[src/logic/mctf_defines.svh]
// Register offsets, field positions, reset values and timing constants of the throttle filter.
`ifndef MCTF_DEFINES_SVH
`define MCTF_DEFINES_SVH

// Byte addresses of the 32-bit register words.
`define MCTF_OFS_CMD_WEIGHTS      12'h1c0
`define MCTF_OFS_CTRL_THROTTLE    12'h1c4
`define MCTF_OFS_PASSIVE_LO       12'h1c8
`define MCTF_OFS_PASSIVE_HI       12'h1cc
`define MCTF_OFS_ACTIVE_LO        12'h1d0
`define MCTF_OFS_ACTIVE_HI        12'h1d4
`define MCTF_OFS_RANK_THROTTLE    12'h1d8
`define MCTF_OFS_OBSERVATION      12'h1dc

// Reset values of the stored words.
`define MCTF_RST_WORD             32'h0000_0000
`define MCTF_RST_SEL              3'h0

// Writable bits of the control words and of the passive high word.
`define MCTF_CTRL_WMASK           32'ha1f7_ffff
`define MCTF_PASSIVE_HI_WMASK     32'h0000_ffff

// Field positions inside the control words.
`define MCTF_LOCK_BIT             31
`define MCTF_BW_EN_BIT            21
`define MCTF_THERM_EN_BIT         20
`define MCTF_TC_MSB               18
`define MCTF_TC_LSB               16
`define MCTF_BW_THR_MSB           15
`define MCTF_BW_THR_LSB           8
`define MCTF_TH_THR_MSB           7
`define MCTF_TH_THR_LSB           0

// Observation selector codes.
`define MCTF_OBS_CTRL             3'h0
`define MCTF_OBS_RANK0            3'h1
`define MCTF_OBS_RANK1            3'h2

// Log2 of the shortest averaging window, in clocks.
`define MCTF_TC_BASE_LOG2         28

`endif

[src/logic/mctf_pkg.sv]
// Types shared by the throttle filter modules.
`default_nettype none
package mctf_pkg;

	// Command on the channel's command bus in the present clock.
	typedef enum logic [3:0] {
		CMD_RD_AP,
		CMD_WR_AP,
		CMD_RD,
		CMD_WR,
		CMD_PRE_ALL,
		CMD_PRE,
		CMD_ACT,
		CMD_REF,
		CMD_OTHER
	} mctf_cmd_e;

	// Command issued this clock, with its valid flag and rank selects.
	typedef struct packed {
		logic      valid;
		mctf_cmd_e kind;
		logic [1:0] chipSel;
	} mctf_cmd_s;

	// Power and page state of one rank in the present clock.
	typedef struct packed {
		logic powerDown;
		logic pageOpen;
		logic selfRefresh;
		logic odt;
	} mctf_rank_s;

	// Eight-bit weight and filter average.
	typedef logic [7:0] mctf_byte_t;

endpackage

`default_nettype wire

[src/logic/mctf_avg_filter.sv]
// Exponential averaging filter with a selectable power-of-two window.
`timescale 1ns/1ps
`default_nettype none
`include "mctf_defines.svh"

module mctf_avg_filter
	import mctf_pkg::*;
#(
	parameter int TC_BASE = `MCTF_TC_BASE_LOG2,
	parameter int WW      = 10
) (
	input  wire logic          clk,
	input  wire logic          sys_rst,
	input  wire logic          ce,
	input  wire logic [WW-1:0] weight,
	input  wire logic [1:0]    tcSel,
	output var  mctf_byte_t    avg
);

	// Accumulator holds the average scaled up by the window length.
	localparam int ACCW = WW + TC_BASE + 4;

	logic [ACCW-1:0] acc_ff;     // Scaled running sum.
	logic [ACCW-1:0] nxt_acc;    // Next scaled running sum.
	logic [ACCW-1:0] scaled;     // Present average, unscaled.
	logic [5:0]      shiftAmt;   // Window log2 for this setting.

	// Window doubles with each step of the time-constant code.
	always_comb begin
		shiftAmt = 6'(TC_BASE) + {4'h0, tcSel};
		scaled   = acc_ff >> shiftAmt;
		nxt_acc  = acc_ff + ACCW'(weight) - scaled;
	end

	// Each clock the new weight enters and one window share leaves.
	always_ff @(posedge clk or posedge sys_rst) begin
		if (sys_rst) begin
			acc_ff <= '0;
		end else if (ce) begin
			acc_ff <= nxt_acc;
		end
	end

	// The average saturates at the top of the eight-bit range.
	always_comb begin
		if (scaled > ACCW'(8'hff)) begin
			avg = 8'hff;
		end else begin
			avg = scaled[7:0];
		end
	end

endmodule

`default_nettype wire

[src/logic/mctf_throttle.sv]
// Throttle filter for the second memory channel: registers, weights, filters and hold-off.
//
// Operation
// - Valid read feeds read weight to controller filter.
// - Valid write feeds write weight to controller filter.
// - Other valid command feeds other-command weight.
// - No command feeds idle weight.
// - Controller lock resets zero, then freezes configuration.
// - Bandwidth enable gates bandwidth threshold throttling.
// - Thermal trip with both enabled uses thermal threshold.
// - Thermal enable plus trip throttles at threshold.
// - Bandwidth mode holds commands when average reaches threshold.
// - Thermal mode holds commands when average reaches threshold.
// - Asserted termination adds termination weight to rank.
// - Active rank feeds open-page or precharged active weight.
// - Powered-down rank feeds open-page or precharged powerdown weight.
// - Self-refresh rank feeds self-refresh weight.
// - Passive weights locked by first channel rank lock.
// - Chip-selected command adds its active weight.
// - Observation selector picks controller or rank average.
// - Observation returns selected average and throttle signals.
// - Time-constant code selects window of 2^28..2^31 clocks.
// - Rank lock resets zero, then freezes rank registers.
`timescale 1ns/1ps
`default_nettype none
`include "mctf_defines.svh"

module mctf_throttle
	import mctf_pkg::*;
#(
	parameter int NUM_RANKS = 2,
	parameter int TC_BASE   = `MCTF_TC_BASE_LOG2
) (
	input  wire logic                    clk,
	input  wire logic                    sys_rst,
	input  wire logic                    ce,
	input  wire logic [11:0]             regAddr,
	input  wire logic [31:0]             regWrData,
	input  wire logic                    regWrEn,
	input  wire logic                    regRdEn,
	output logic [31:0]                  regRdData,
	input  wire mctf_cmd_s               cmdBus,
	input  wire mctf_rank_s [1:0]        rankState,
	input  wire logic                    thermalTrip,
	input  wire logic                    firstChanRankLock,
	output logic                         holdCommands
);

	// Stored register words.
	logic [31:0] cmdWeights_ff;     // Controller command event weights.
	logic [31:0] ctrlThrottle_ff;   // Controller throttle control.
	logic [31:0] passiveLo_ff;      // Rank passive weights, low word.
	logic [31:0] passiveHi_ff;      // Rank passive weights, high word.
	logic [31:0] activeLo_ff;       // Rank active weights, low word.
	logic [31:0] activeHi_ff;       // Rank active weights, high word.
	logic [31:0] rankThrottle_ff;   // Rank throttle control.
	logic [2:0]  obsSel_ff;         // Observation average selector.
	logic [31:0] rdData_ff;         // Read data, valid the cycle after a read.
	logic        hold_ff;           // Registered hold-off of new commands.

	// Decoded controls.
	logic        ctrlLocked;        // Controller registers frozen.
	logic        rankLocked;        // Rank registers frozen.
	logic        passiveLocked;     // Passive weights frozen.
	logic [1:0]  tcSel;             // Averaging window code.
	logic        bwEnable;          // Bandwidth throttling enabled.
	logic        thermEnable;       // Thermal trip throttling enabled.
	mctf_byte_t  bwThreshold;       // Bandwidth threshold.
	mctf_byte_t  thermThreshold;    // Thermal threshold.

	// Filter inputs and outputs.
	logic [9:0]  ctrlWeight;                  // Controller filter input.
	logic [9:0]  rankWeight [NUM_RANKS];      // Per-rank filter inputs.
	mctf_byte_t  ctrlAvg;                     // Controller filter average.
	mctf_byte_t  rankAvg [NUM_RANKS];         // Per-rank averages.
	logic        bwHit;                       // Average at or above bandwidth threshold.
	logic        thermHit;                    // Average at or above thermal threshold.
	logic        nxt_hold;                    // Next hold-off state.
	mctf_byte_t  selAvg;                      // Average picked by the selector.
	logic [31:0] nxt_rdData;                  // Read data for the next cycle.

	// Returns the active weight of a command type from the 64-bit active word.
	function automatic mctf_byte_t active_weight(input mctf_cmd_e kind,
		input logic [63:0] w);
		begin
			case (kind)
				CMD_RD_AP:   active_weight = w[63:56];
				CMD_WR_AP:   active_weight = w[55:48];
				CMD_RD:      active_weight = w[47:40];
				CMD_WR:      active_weight = w[39:32];
				CMD_PRE_ALL: active_weight = w[31:24];
				CMD_PRE:     active_weight = w[23:16];
				CMD_ACT:     active_weight = w[15:8];
				CMD_REF:     active_weight = w[7:0];
				default:     active_weight = 8'h00;
			endcase
		end
	endfunction

	// Merges a write into a word, touching only the writable bits.
	function automatic logic [31:0] merge_write(input logic [31:0] old,
		input logic [31:0] data, input logic [31:0] mask);
		begin
			merge_write = (old & ~mask) | (data & mask);
		end
	endfunction

	// Lock bits and configuration fields.
	always_comb begin
		ctrlLocked     = ctrlThrottle_ff[`MCTF_LOCK_BIT];
		rankLocked     = rankThrottle_ff[`MCTF_LOCK_BIT];
		passiveLocked  = rankLocked | firstChanRankLock;
		tcSel          = rankThrottle_ff[`MCTF_TC_LSB+1:`MCTF_TC_LSB];
		bwEnable       = ctrlThrottle_ff[`MCTF_BW_EN_BIT];
		thermEnable    = ctrlThrottle_ff[`MCTF_THERM_EN_BIT];
		bwThreshold    = ctrlThrottle_ff[`MCTF_BW_THR_MSB:`MCTF_BW_THR_LSB];
		thermThreshold = ctrlThrottle_ff[`MCTF_TH_THR_MSB:`MCTF_TH_THR_LSB];
	end

	// Controller registers: writes are ignored once the controller lock is set.
	always_ff @(posedge clk or posedge sys_rst) begin
		if (sys_rst) begin
			cmdWeights_ff   <= `MCTF_RST_WORD;
			ctrlThrottle_ff <= `MCTF_RST_WORD;
		end else if (ce && regWrEn && !ctrlLocked) begin
			// Writes land only while the lock is still clear.
			if (regAddr == `MCTF_OFS_CMD_WEIGHTS) begin
				cmdWeights_ff <= regWrData;
			end
			if (regAddr == `MCTF_OFS_CTRL_THROTTLE) begin
				ctrlThrottle_ff <= merge_write(ctrlThrottle_ff, regWrData,
					`MCTF_CTRL_WMASK);
			end
		end
	end

	// Passive weights: frozen by either channel's rank lock.
	always_ff @(posedge clk or posedge sys_rst) begin
		if (sys_rst) begin
			passiveLo_ff <= `MCTF_RST_WORD;
			passiveHi_ff <= `MCTF_RST_WORD;
		end else if (ce && regWrEn && !passiveLocked) begin
			// The top sixteen bits of the high word stay zero.
			if (regAddr == `MCTF_OFS_PASSIVE_LO) begin
				passiveLo_ff <= regWrData;
			end
			if (regAddr == `MCTF_OFS_PASSIVE_HI) begin
				passiveHi_ff <= merge_write(passiveHi_ff, regWrData,
					`MCTF_PASSIVE_HI_WMASK);
			end
		end
	end

	// Active weights and rank control: frozen by this channel's rank lock.
	always_ff @(posedge clk or posedge sys_rst) begin
		if (sys_rst) begin
			activeLo_ff     <= `MCTF_RST_WORD;
			activeHi_ff     <= `MCTF_RST_WORD;
			rankThrottle_ff <= `MCTF_RST_WORD;
		end else if (ce && regWrEn && !rankLocked) begin
			// Once the lock bit is written high no further write lands.
			if (regAddr == `MCTF_OFS_ACTIVE_LO) begin
				activeLo_ff <= regWrData;
			end
			if (regAddr == `MCTF_OFS_ACTIVE_HI) begin
				activeHi_ff <= regWrData;
			end
			if (regAddr == `MCTF_OFS_RANK_THROTTLE) begin
				rankThrottle_ff <= merge_write(rankThrottle_ff, regWrData,
					`MCTF_CTRL_WMASK);
			end
		end
	end

	// Observation selector: plain read/write, never locked.
	always_ff @(posedge clk or posedge sys_rst) begin
		if (sys_rst) begin
			obsSel_ff <= `MCTF_RST_SEL;
		end else if (ce && regWrEn && regAddr == `MCTF_OFS_OBSERVATION) begin
			obsSel_ff <= regWrData[`MCTF_TC_MSB:`MCTF_TC_LSB];
		end
	end

	// Controller filter input follows the command bus each clock.
	always_comb begin
		if (!cmdBus.valid) begin
			ctrlWeight = {2'b00, cmdWeights_ff[7:0]};
		end else begin
			case (cmdBus.kind)
				// Reads with or without auto precharge count as reads.
				CMD_RD, CMD_RD_AP: begin
					ctrlWeight = {2'b00, cmdWeights_ff[31:24]};
				end
				// Writes with or without auto precharge count as writes.
				CMD_WR, CMD_WR_AP: begin
					ctrlWeight = {2'b00, cmdWeights_ff[23:16]};
				end
				// Any other command.
				default: begin
					ctrlWeight = {2'b00, cmdWeights_ff[15:8]};
				end
			endcase
		end
	end

	// Per-rank weight: state weight, plus termination and command shares.
	generate
		for (genvar r = 0; r < NUM_RANKS; r++) begin : g_rank
			mctf_byte_t stateW;   // Power-state weight of the rank.
			mctf_byte_t odtW;     // Termination share.
			mctf_byte_t cmdW;     // Command share when chip-selected.

			// Self refresh outranks power down, which outranks active.
			always_comb begin
				if (rankState[r].selfRefresh) begin
					stateW = passiveLo_ff[7:0];
				end else if (rankState[r].powerDown) begin
					stateW = rankState[r].pageOpen ? passiveLo_ff[23:16]
						: passiveLo_ff[15:8];
				end else begin
					stateW = rankState[r].pageOpen ? passiveHi_ff[7:0]
						: passiveLo_ff[31:24];
				end
			end

			// Termination weight is added while termination is on.
			always_comb begin
				odtW = rankState[r].odt ? passiveHi_ff[15:8] : 8'h00;
			end

			// A command to this rank adds the weight of its type.
			always_comb begin
				if (cmdBus.valid && cmdBus.chipSel[r]) begin
					cmdW = active_weight(cmdBus.kind, {activeHi_ff, activeLo_ff});
				end else begin
					cmdW = 8'h00;
				end
			end

			// The three shares sum in ten bits so nothing wraps.
			always_comb begin
				rankWeight[r] = {2'b00, stateW} + {2'b00, odtW} + {2'b00, cmdW};
			end

			// Rank averaging filter.
			mctf_avg_filter #(
				.TC_BASE (TC_BASE),
				.WW      (10)
			) u_rank_filter (
				.clk     (clk),
				.sys_rst (sys_rst),
				.ce      (ce),
				.weight  (rankWeight[r]),
				.tcSel   (tcSel),
				.avg     (rankAvg[r])
			);
		end
	endgenerate

	// Controller averaging filter shares the rank window setting.
	mctf_avg_filter #(
		.TC_BASE (TC_BASE),
		.WW      (10)
	) u_ctrl_filter (
		.clk     (clk),
		.sys_rst (sys_rst),
		.ce      (ce),
		.weight  (ctrlWeight),
		.tcSel   (tcSel),
		.avg     (ctrlAvg)
	);

	// Threshold comparisons against the controller average.
	always_comb begin
		bwHit    = ctrlAvg >= bwThreshold;
		thermHit = ctrlAvg >= thermThreshold;
	end

	// Mode choice: a tripped, enabled sensor switches to the thermal threshold.
	always_comb begin
		if (thermEnable && thermalTrip) begin
			nxt_hold = thermHit;
		end else if (bwEnable) begin
			nxt_hold = bwHit;
		end else begin
			nxt_hold = 1'b0;
		end
	end

	// Hold-off flag: the scheduler keeps commands pending while it is high.
	always_ff @(posedge clk or posedge sys_rst) begin
		if (sys_rst) begin
			hold_ff <= 1'b0;
		end else if (ce) begin
			hold_ff <= nxt_hold;
		end
	end

	// Average shown in the observation word.
	always_comb begin
		case (obsSel_ff)
			`MCTF_OBS_CTRL:  selAvg = ctrlAvg;
			`MCTF_OBS_RANK0: selAvg = rankAvg[0];
			`MCTF_OBS_RANK1: selAvg = rankAvg[NUM_RANKS-1];
			default:         selAvg = 8'h00;
		endcase
	end

	// Read multiplexer; unmapped addresses read as zero.
	always_comb begin
		case (regAddr)
			`MCTF_OFS_CMD_WEIGHTS:   nxt_rdData = cmdWeights_ff;
			`MCTF_OFS_CTRL_THROTTLE: nxt_rdData = ctrlThrottle_ff;
			`MCTF_OFS_PASSIVE_LO:    nxt_rdData = passiveLo_ff;
			`MCTF_OFS_PASSIVE_HI:    nxt_rdData = passiveHi_ff;
			`MCTF_OFS_ACTIVE_LO:     nxt_rdData = activeLo_ff;
			`MCTF_OFS_ACTIVE_HI:     nxt_rdData = activeHi_ff;
			`MCTF_OFS_RANK_THROTTLE: nxt_rdData = rankThrottle_ff;
			// Selector, selected average and live throttle signals.
			`MCTF_OFS_OBSERVATION: begin
				nxt_rdData = {13'h0000, obsSel_ff, selAvg,
					5'h00, thermHit, bwHit, hold_ff};
			end
			default: nxt_rdData = 32'h0000_0000;
		endcase
	end

	// Read data stands for one cycle after the read strobe, zero otherwise.
	always_ff @(posedge clk or posedge sys_rst) begin
		if (sys_rst) begin
			rdData_ff <= 32'h0000_0000;
		end else if (ce) begin
			rdData_ff <= regRdEn ? nxt_rdData : 32'h0000_0000;
		end
	end

	// Outputs come straight from flip-flops.
	assign regRdData    = rdData_ff;
	assign holdCommands = hold_ff;

endmodule

`default_nettype wire

[config.mk]
export PLATFORM = sky130hd
export DESIGN_NAME = mctf_throttle
export DESIGN_NICKNAME = d
export VERILOG_FILES = /design/src/logic/mctf_pkg.sv /design/src/logic/mctf_avg_filter.sv /design/src/logic/mctf_throttle.sv
export VERILOG_INCLUDE_DIRS = /design/src /design/src/logic
export SDC_FILE = /design/constraint.sdc
export NUM_CORES = 1
export LEC_CHECK = 0
export ABC_AREA = 1
export BUFFER_PORTS_ARGS = -buffer_cell sky130_fd_sc_hd__buf_2
export CORE_MARGIN = 2
export CORE_UTILIZATION = 50
export CTS_BUF_LIST = sky130_fd_sc_hd__clkbuf_8
export CTS_CLUSTER_SIZE = 20
export DETAILED_ROUTE_END_ITERATION = 7
export PLACE_DENSITY = 0.74
export RECOVER_POWER = 50
export SKIP_LAST_GASP = 1
export SLEW_MARGIN = 10
export SYNTH_ARGS = -nofsm -noshare
export SYNTH_HDL_FRONTEND = slang
export SYNTH_SLANG_ARGS = --single-unit
[constraint.sdc]
create_clock -name clk -period 33.1 [get_ports clk]
set_clock_uncertainty 0.15 [all_clocks]
set_input_delay 3.31 -clock clk [delete_from_list [all_inputs] [get_ports clk]]
set_output_delay 3.31 -clock clk [all_outputs]
set_load 0.01 [all_outputs]
# Word-level counts from Yosys, hierarchy flattened
# Cells that the tools add are included.
# op_classes
addsub	11
magnitude_cmp	5
eq_ne	17
shifts	3
n_mux	23
bitwise	4
n_reduce_logical	22
# ops
cell	count
32-bit case mux with 8 select lines	1
8-bit 2-to-1 mux	16
42-bit by 8-bit > comparator with 1-bit output, second input constant	3
42-bit by 6-bit >> shifter with 42-bit output	3
42-bit subtractor	3
12-bit by 9-bit equality test with 1-bit output, second input constant	8
42-bit by 10-bit adder with 42-bit output	2
31-bit by 32-bit OR with 32-bit output	2
8-bit case mux with 8 select lines	1
42-bit by 8-bit adder with 42-bit output	1
32-bit 2-to-1 mux	1
32-bit by 16-bit OR with 32-bit output	1
8-bit case mux with 3 select lines	1
9-bit by 8-bit adder with 10-bit output	2
8-bit by 8-bit adder with 9-bit output	2
4-bit by 3-bit equality test with 1-bit output, second input constant	4
8-bit >= comparator	2
8-bit case mux with 2 select lines	1
2-bit AND reduction	7
4-bit by 2-bit equality test with 1-bit output, second input constant	2
1-bit logical AND	8
5-bit by 2-bit adder with 6-bit output, first input constant	1
4-bit by 1-bit equality test with 1-bit output, second input constant	1
4-bit logical NOT	1
other kinds (7)	11
# word_totals
reg_bits	386
inputBits	66
out_inout_bits	33
wordCells	98

# Logic depth before layout (Yosys ltp)
# depth
word_depth	7
ltp_mapped	27
depth_no_buf	26

# Hierarchy
# Synthesis repeated with hierarchy kept, for this count alone.
# unflattened
cells_unflattened	4670
hier_area_um2	30486.7
# by_module_without_submodules
mod	n_inst	cells_each	area_each_um2	seq_area_each_um2
mctf_throttle	1	1786	13789.5	5805.6
mctf_avg_filter at g_rank[1].u_rank_filter ...	2	958	5540.3	1051.0
mctf_avg_filter at g_rank[0].u_rank_filter	1	968	5616.6	1051.0

# Worst setup path before layout
# Ideal clock, no wire load.
# synth_path
path_type	input -> register
from	input port rankState[7] in the netlist's numbering
to	register g_rank[1].u_rank_filter.acc_ff[19]
setup_time_ns	0.133
arrival_time_ns	7.050
required_time_ns	32.817
setup_slack_ns	25.767
cell_stages	19
n_path_buf	1
cell_sequence	buf_1 > o211ai_1 > a31oi_1 > fa_1 > fa_1 > fa_1 > ha_1 > fa_1 > nand3_1 > nand3_1 > nand2_1 > nand2_1 > nand2_1 > nand2_1 > nand2_1 > nand2_1 > or2_2 > nand3_1 > o21ai_0
# synth_via
elab_chain_len	6
# synth_lines
element	line_no	rtl
start, declared	mctf_throttle.sv:43	input wire mctf_rank_s [1:0] rankState,
8-bit 2-to-1 mux	mctf_throttle.sv:217	end else if (rankState[r].powerDown) begin
8-bit 2-to-1 mux	mctf_throttle.sv:215	if (rankState[r].selfRefresh) begin
8-bit by 8-bit adder with 9-bit output	mctf_throttle.sv:242	rankWeight[r] = {2'b00, stateW} + {2'b00, odtW} + {2'b00, cmdW};
9-bit by 8-bit adder with 10-bit output	mctf_throttle.sv:242	
42-bit by 10-bit adder with 42-bit output	mctf_avg_filter.sv:32	nxt_acc = acc_ff + ACCW'(weight) - scaled;
42-bit subtractor	mctf_avg_filter.sv:32	
end signal, assigned	mctf_avg_filter.sv:40	acc_ff <= nxt_acc;
end, declared	mctf_avg_filter.sv:23	logic [ACCW-1:0] acc_ff;
# Every way passes these cells.
# A chain may end at the register's enable or synchronous reset.

==> impl_results.md <==
* Crit Path Category: input pin to async pin
* Final Hold Viols at 0
* Seq cells post-synth at 358
* Die area at 63150 um2
* Vias/cell at 5.544
* Hpwl dp at 79460 um
* Count of input and output buffers at 98
* Grt ovf at 0
* Fraction of registers with async set/reset at 1.000
* Avg WL per Cell at 18.92 um
* CP required at 32.43 ns
* Main area contributors after synthesis: dfrtp_1 29%, nand2_1 19%, ha_1 12%
* Worst Hold Slack at 0.3317 ns
* Critical path's largest stage delay at 3.14 ns
* Area growth from synthesis to layout at 7.484%
* Largest net degree at the start of global routing at 117
* Ys Warns at 0
* Post-CTS Setup Bufs at 0
* Setup TNS at 0 ns
* Site row count at 90
* DRT antenna net count at 0
* Power Density at 119.6 nW/um2
* Layout cells sized above 1 at 0.04955
* Floorplan core area at 60360 um2
* Die X at 251.3 um
* Worst-Margin Slew at 5.793 ns
* Seq/Total Area, Yosys at 0.2930
* Crit-path cells: buf_2 > clkinvlp_2 > clkbuf_1
* CP endpoint kind: async pin
* Clock slew at reported path FFs at 0.06 ns
* Total track usage at 0.3261
* Slew HR at -2.862
* Achievable Freq at 94.93 MHz
* Clock period minus worst slack at 10.53 ns
* Post-Route WL at 103000 um
* Synth Cell Area at 30580 um2
* EDFF count, synth at 0
* Critical path arrival at 9.86 ns
* Nets at 5024
* Synthesized area per cell at 6.729 um2
* Reg-to-Reg Start: rankThrottle_ff[16]
* # H-tree levels at 3
* Worst setup SP type: input pin
* GPL Wtd Cong at 1.015
* Hold buffer count at CTS at 0
* VDD IR max at 0.05711 mV
* CTS Sinks at 358
* Routed via count at 30187
* CTS tree: done
* CP startpoint: sys_rst
* DR iter-0 viols at 3105
* Clock Latency Late Sink at 0.71 ns
* Total CTS buffers at 68
* Cells after synthesis at 4544
* CP max FO at 116
* Slew Viols, Final at 583
* Drt drc at 0
* Largest area contributor in the netlist: dfrtp_1
* Initial Util at 0.5066
* Die H at 251.3 um
* Initial antenna violation count at 2
* TritonRoute pass-1 iters at 7
* Slowest CP cell: clkinvlp_2
* Max Cap Viol at 8
* Main synth FF type: dfrtp_1
* Vias in the first global route at 28667
* Post-cts sizing count at 0
* Status: complete, but fails checks
* Fin crit share at 0.3183
* Top-area cell type share of the netlist area at 0.2930
* Final Util at 0.5445
* Failing checks: max-capacitance violations, max-slew violations
* Yosys cell types at 49
* Clock Root Buffer: clkbuf_8
* RSZ-0062 raised after global routing: no
* Most frequent cells in the layout: 1572 x nand2_1, 665 x inv_1, 367 x o21ai_0
* Max clock buf depth at 3
* Min-delay src: regRdData[0]
* Syn Nets at 4956
* Commonest non-fill, non-tap cell in the layout: nand2_1
* Leakage at 0.01773 uW
* Ports at 99
* Type of the worst min-delay path: flip-flop to flip-flop
* Finish-stage setup viols at 0
* First-pass GRT wire length at 160900 um
[worst paths after layout]
kind | slack [ns] | end | cells after the start
min reg2reg | 0.33 | regRdData[0] | 2
max | 22.57 | rankThrottle_ff[16] | 3
min | 0.33 | regRdData[0] | 2
max in group clk | 22.97 | g_rank[1].u_rank_filter.acc_ff[3] | 6
max reg2reg | 27.50 | g_rank[0].u_rank_filter.acc_ff[24] | 18
min in group asynchronous | 4.19 | g_rank[0].u_rank_filter.acc_ff[24] | 2
[per-stage QoR]
stage                     area [um2]  cells  total power (uW)  worst slack, ns
after floorplan                30580   4544              2702            19.71
after global placement         31560   5324              3394            24.29
after detailed placement       31560   5324              3419            23.94
after CTS                      32940   5444              3903            24.66
after global routing           32870   5445              4362            21.12
final                          32870   5445              3932            22.57
[cells by family (layout without fill, tap and decap cells)]
group / Yosys count / after routing / synth area share
AOI/OAI and AO/OA: 741 / 741 / 0.1303
xor gates and xnor gates: 48 / 48 / 0.01375
adders and majority gates: 346 / 346 / 0.1548
buffers and inverters: 775 / 893 / 0.1009
DFF: 358 / 358 / 0.2930
muxes: 8 / 8 / 0.002619
other: 0 / 1 / 0
and+or+nand+nor: 2268 / 2268 / 0.3046
[critical path, delay by kind of cell]
family | cells | cell delay, ns
buf+inv | 3 | 6.36
[report_power, final]
part | internal, uW | leakage (uW) | switching, uW
registers | 530 | 0.00476 | 74.0
clock network | 236 | 0.000780 | 223
logic | 985 | 0.0122 | 1880
[Yosys cell counts (14+ instances only)]
library cell     n
o2111ai_1       17
nand3_1        272
dfrtp_1        358
inv_1          651
ha_1           292
o21bai_1        15
nand3b_1        23
buf_6           17
a21oi_1        178
clkbuf_1        65
nand2_1       1572
nor3_1          20
fa_1            54
a31oi_1         14
nor2_1         287
nand4_1         49
buf_2           19
o21ai_1         76
xnor2_1         38
o21ai_0        367
o22ai_1         39
[state kept, by name, summed over array words and instances (netlist names)]
name and count:
u_ctrl_filter.acc_ff 42, passiveLo_ff 32, rankThrottle_ff 26, obsSel_ff 3, cmdWeights_ff 32, regRdData 32
ctrlThrottle_ff 26, g_rank.u_rank_filter.acc_ff 84, passiveHi_ff 16, activeHi_ff 32, holdCommands 1, activeLo_ff 32
[routing by layer]
metal | vias to the layer above | part of all wire | GRT usage
li1 | 14732 | - | -
met4 | 2 | 0.036 | 0.1105
met5 | - | 0.00012 | 0
met2 | 1259 | 0.44 | 0.5071
met3 | 202 | 0.082 | 0.06109
met1 | 13992 | 0.44 | 0.4564
[cell type report]
cell class / instances / area, um2
diodes: 1 / 2.502
fillers: 6123 / 27490
flip-flops and latches: 358 / 8960
well taps: 782 / 978.4
clock inverters: 39 / 264.0
repair buffers: 110 / 519.2
clock buffers: 81 / 1115
multi-input cells: 3411 / 18530
inverters: 663 / 2495
Power figures use the tool's default switching activity.
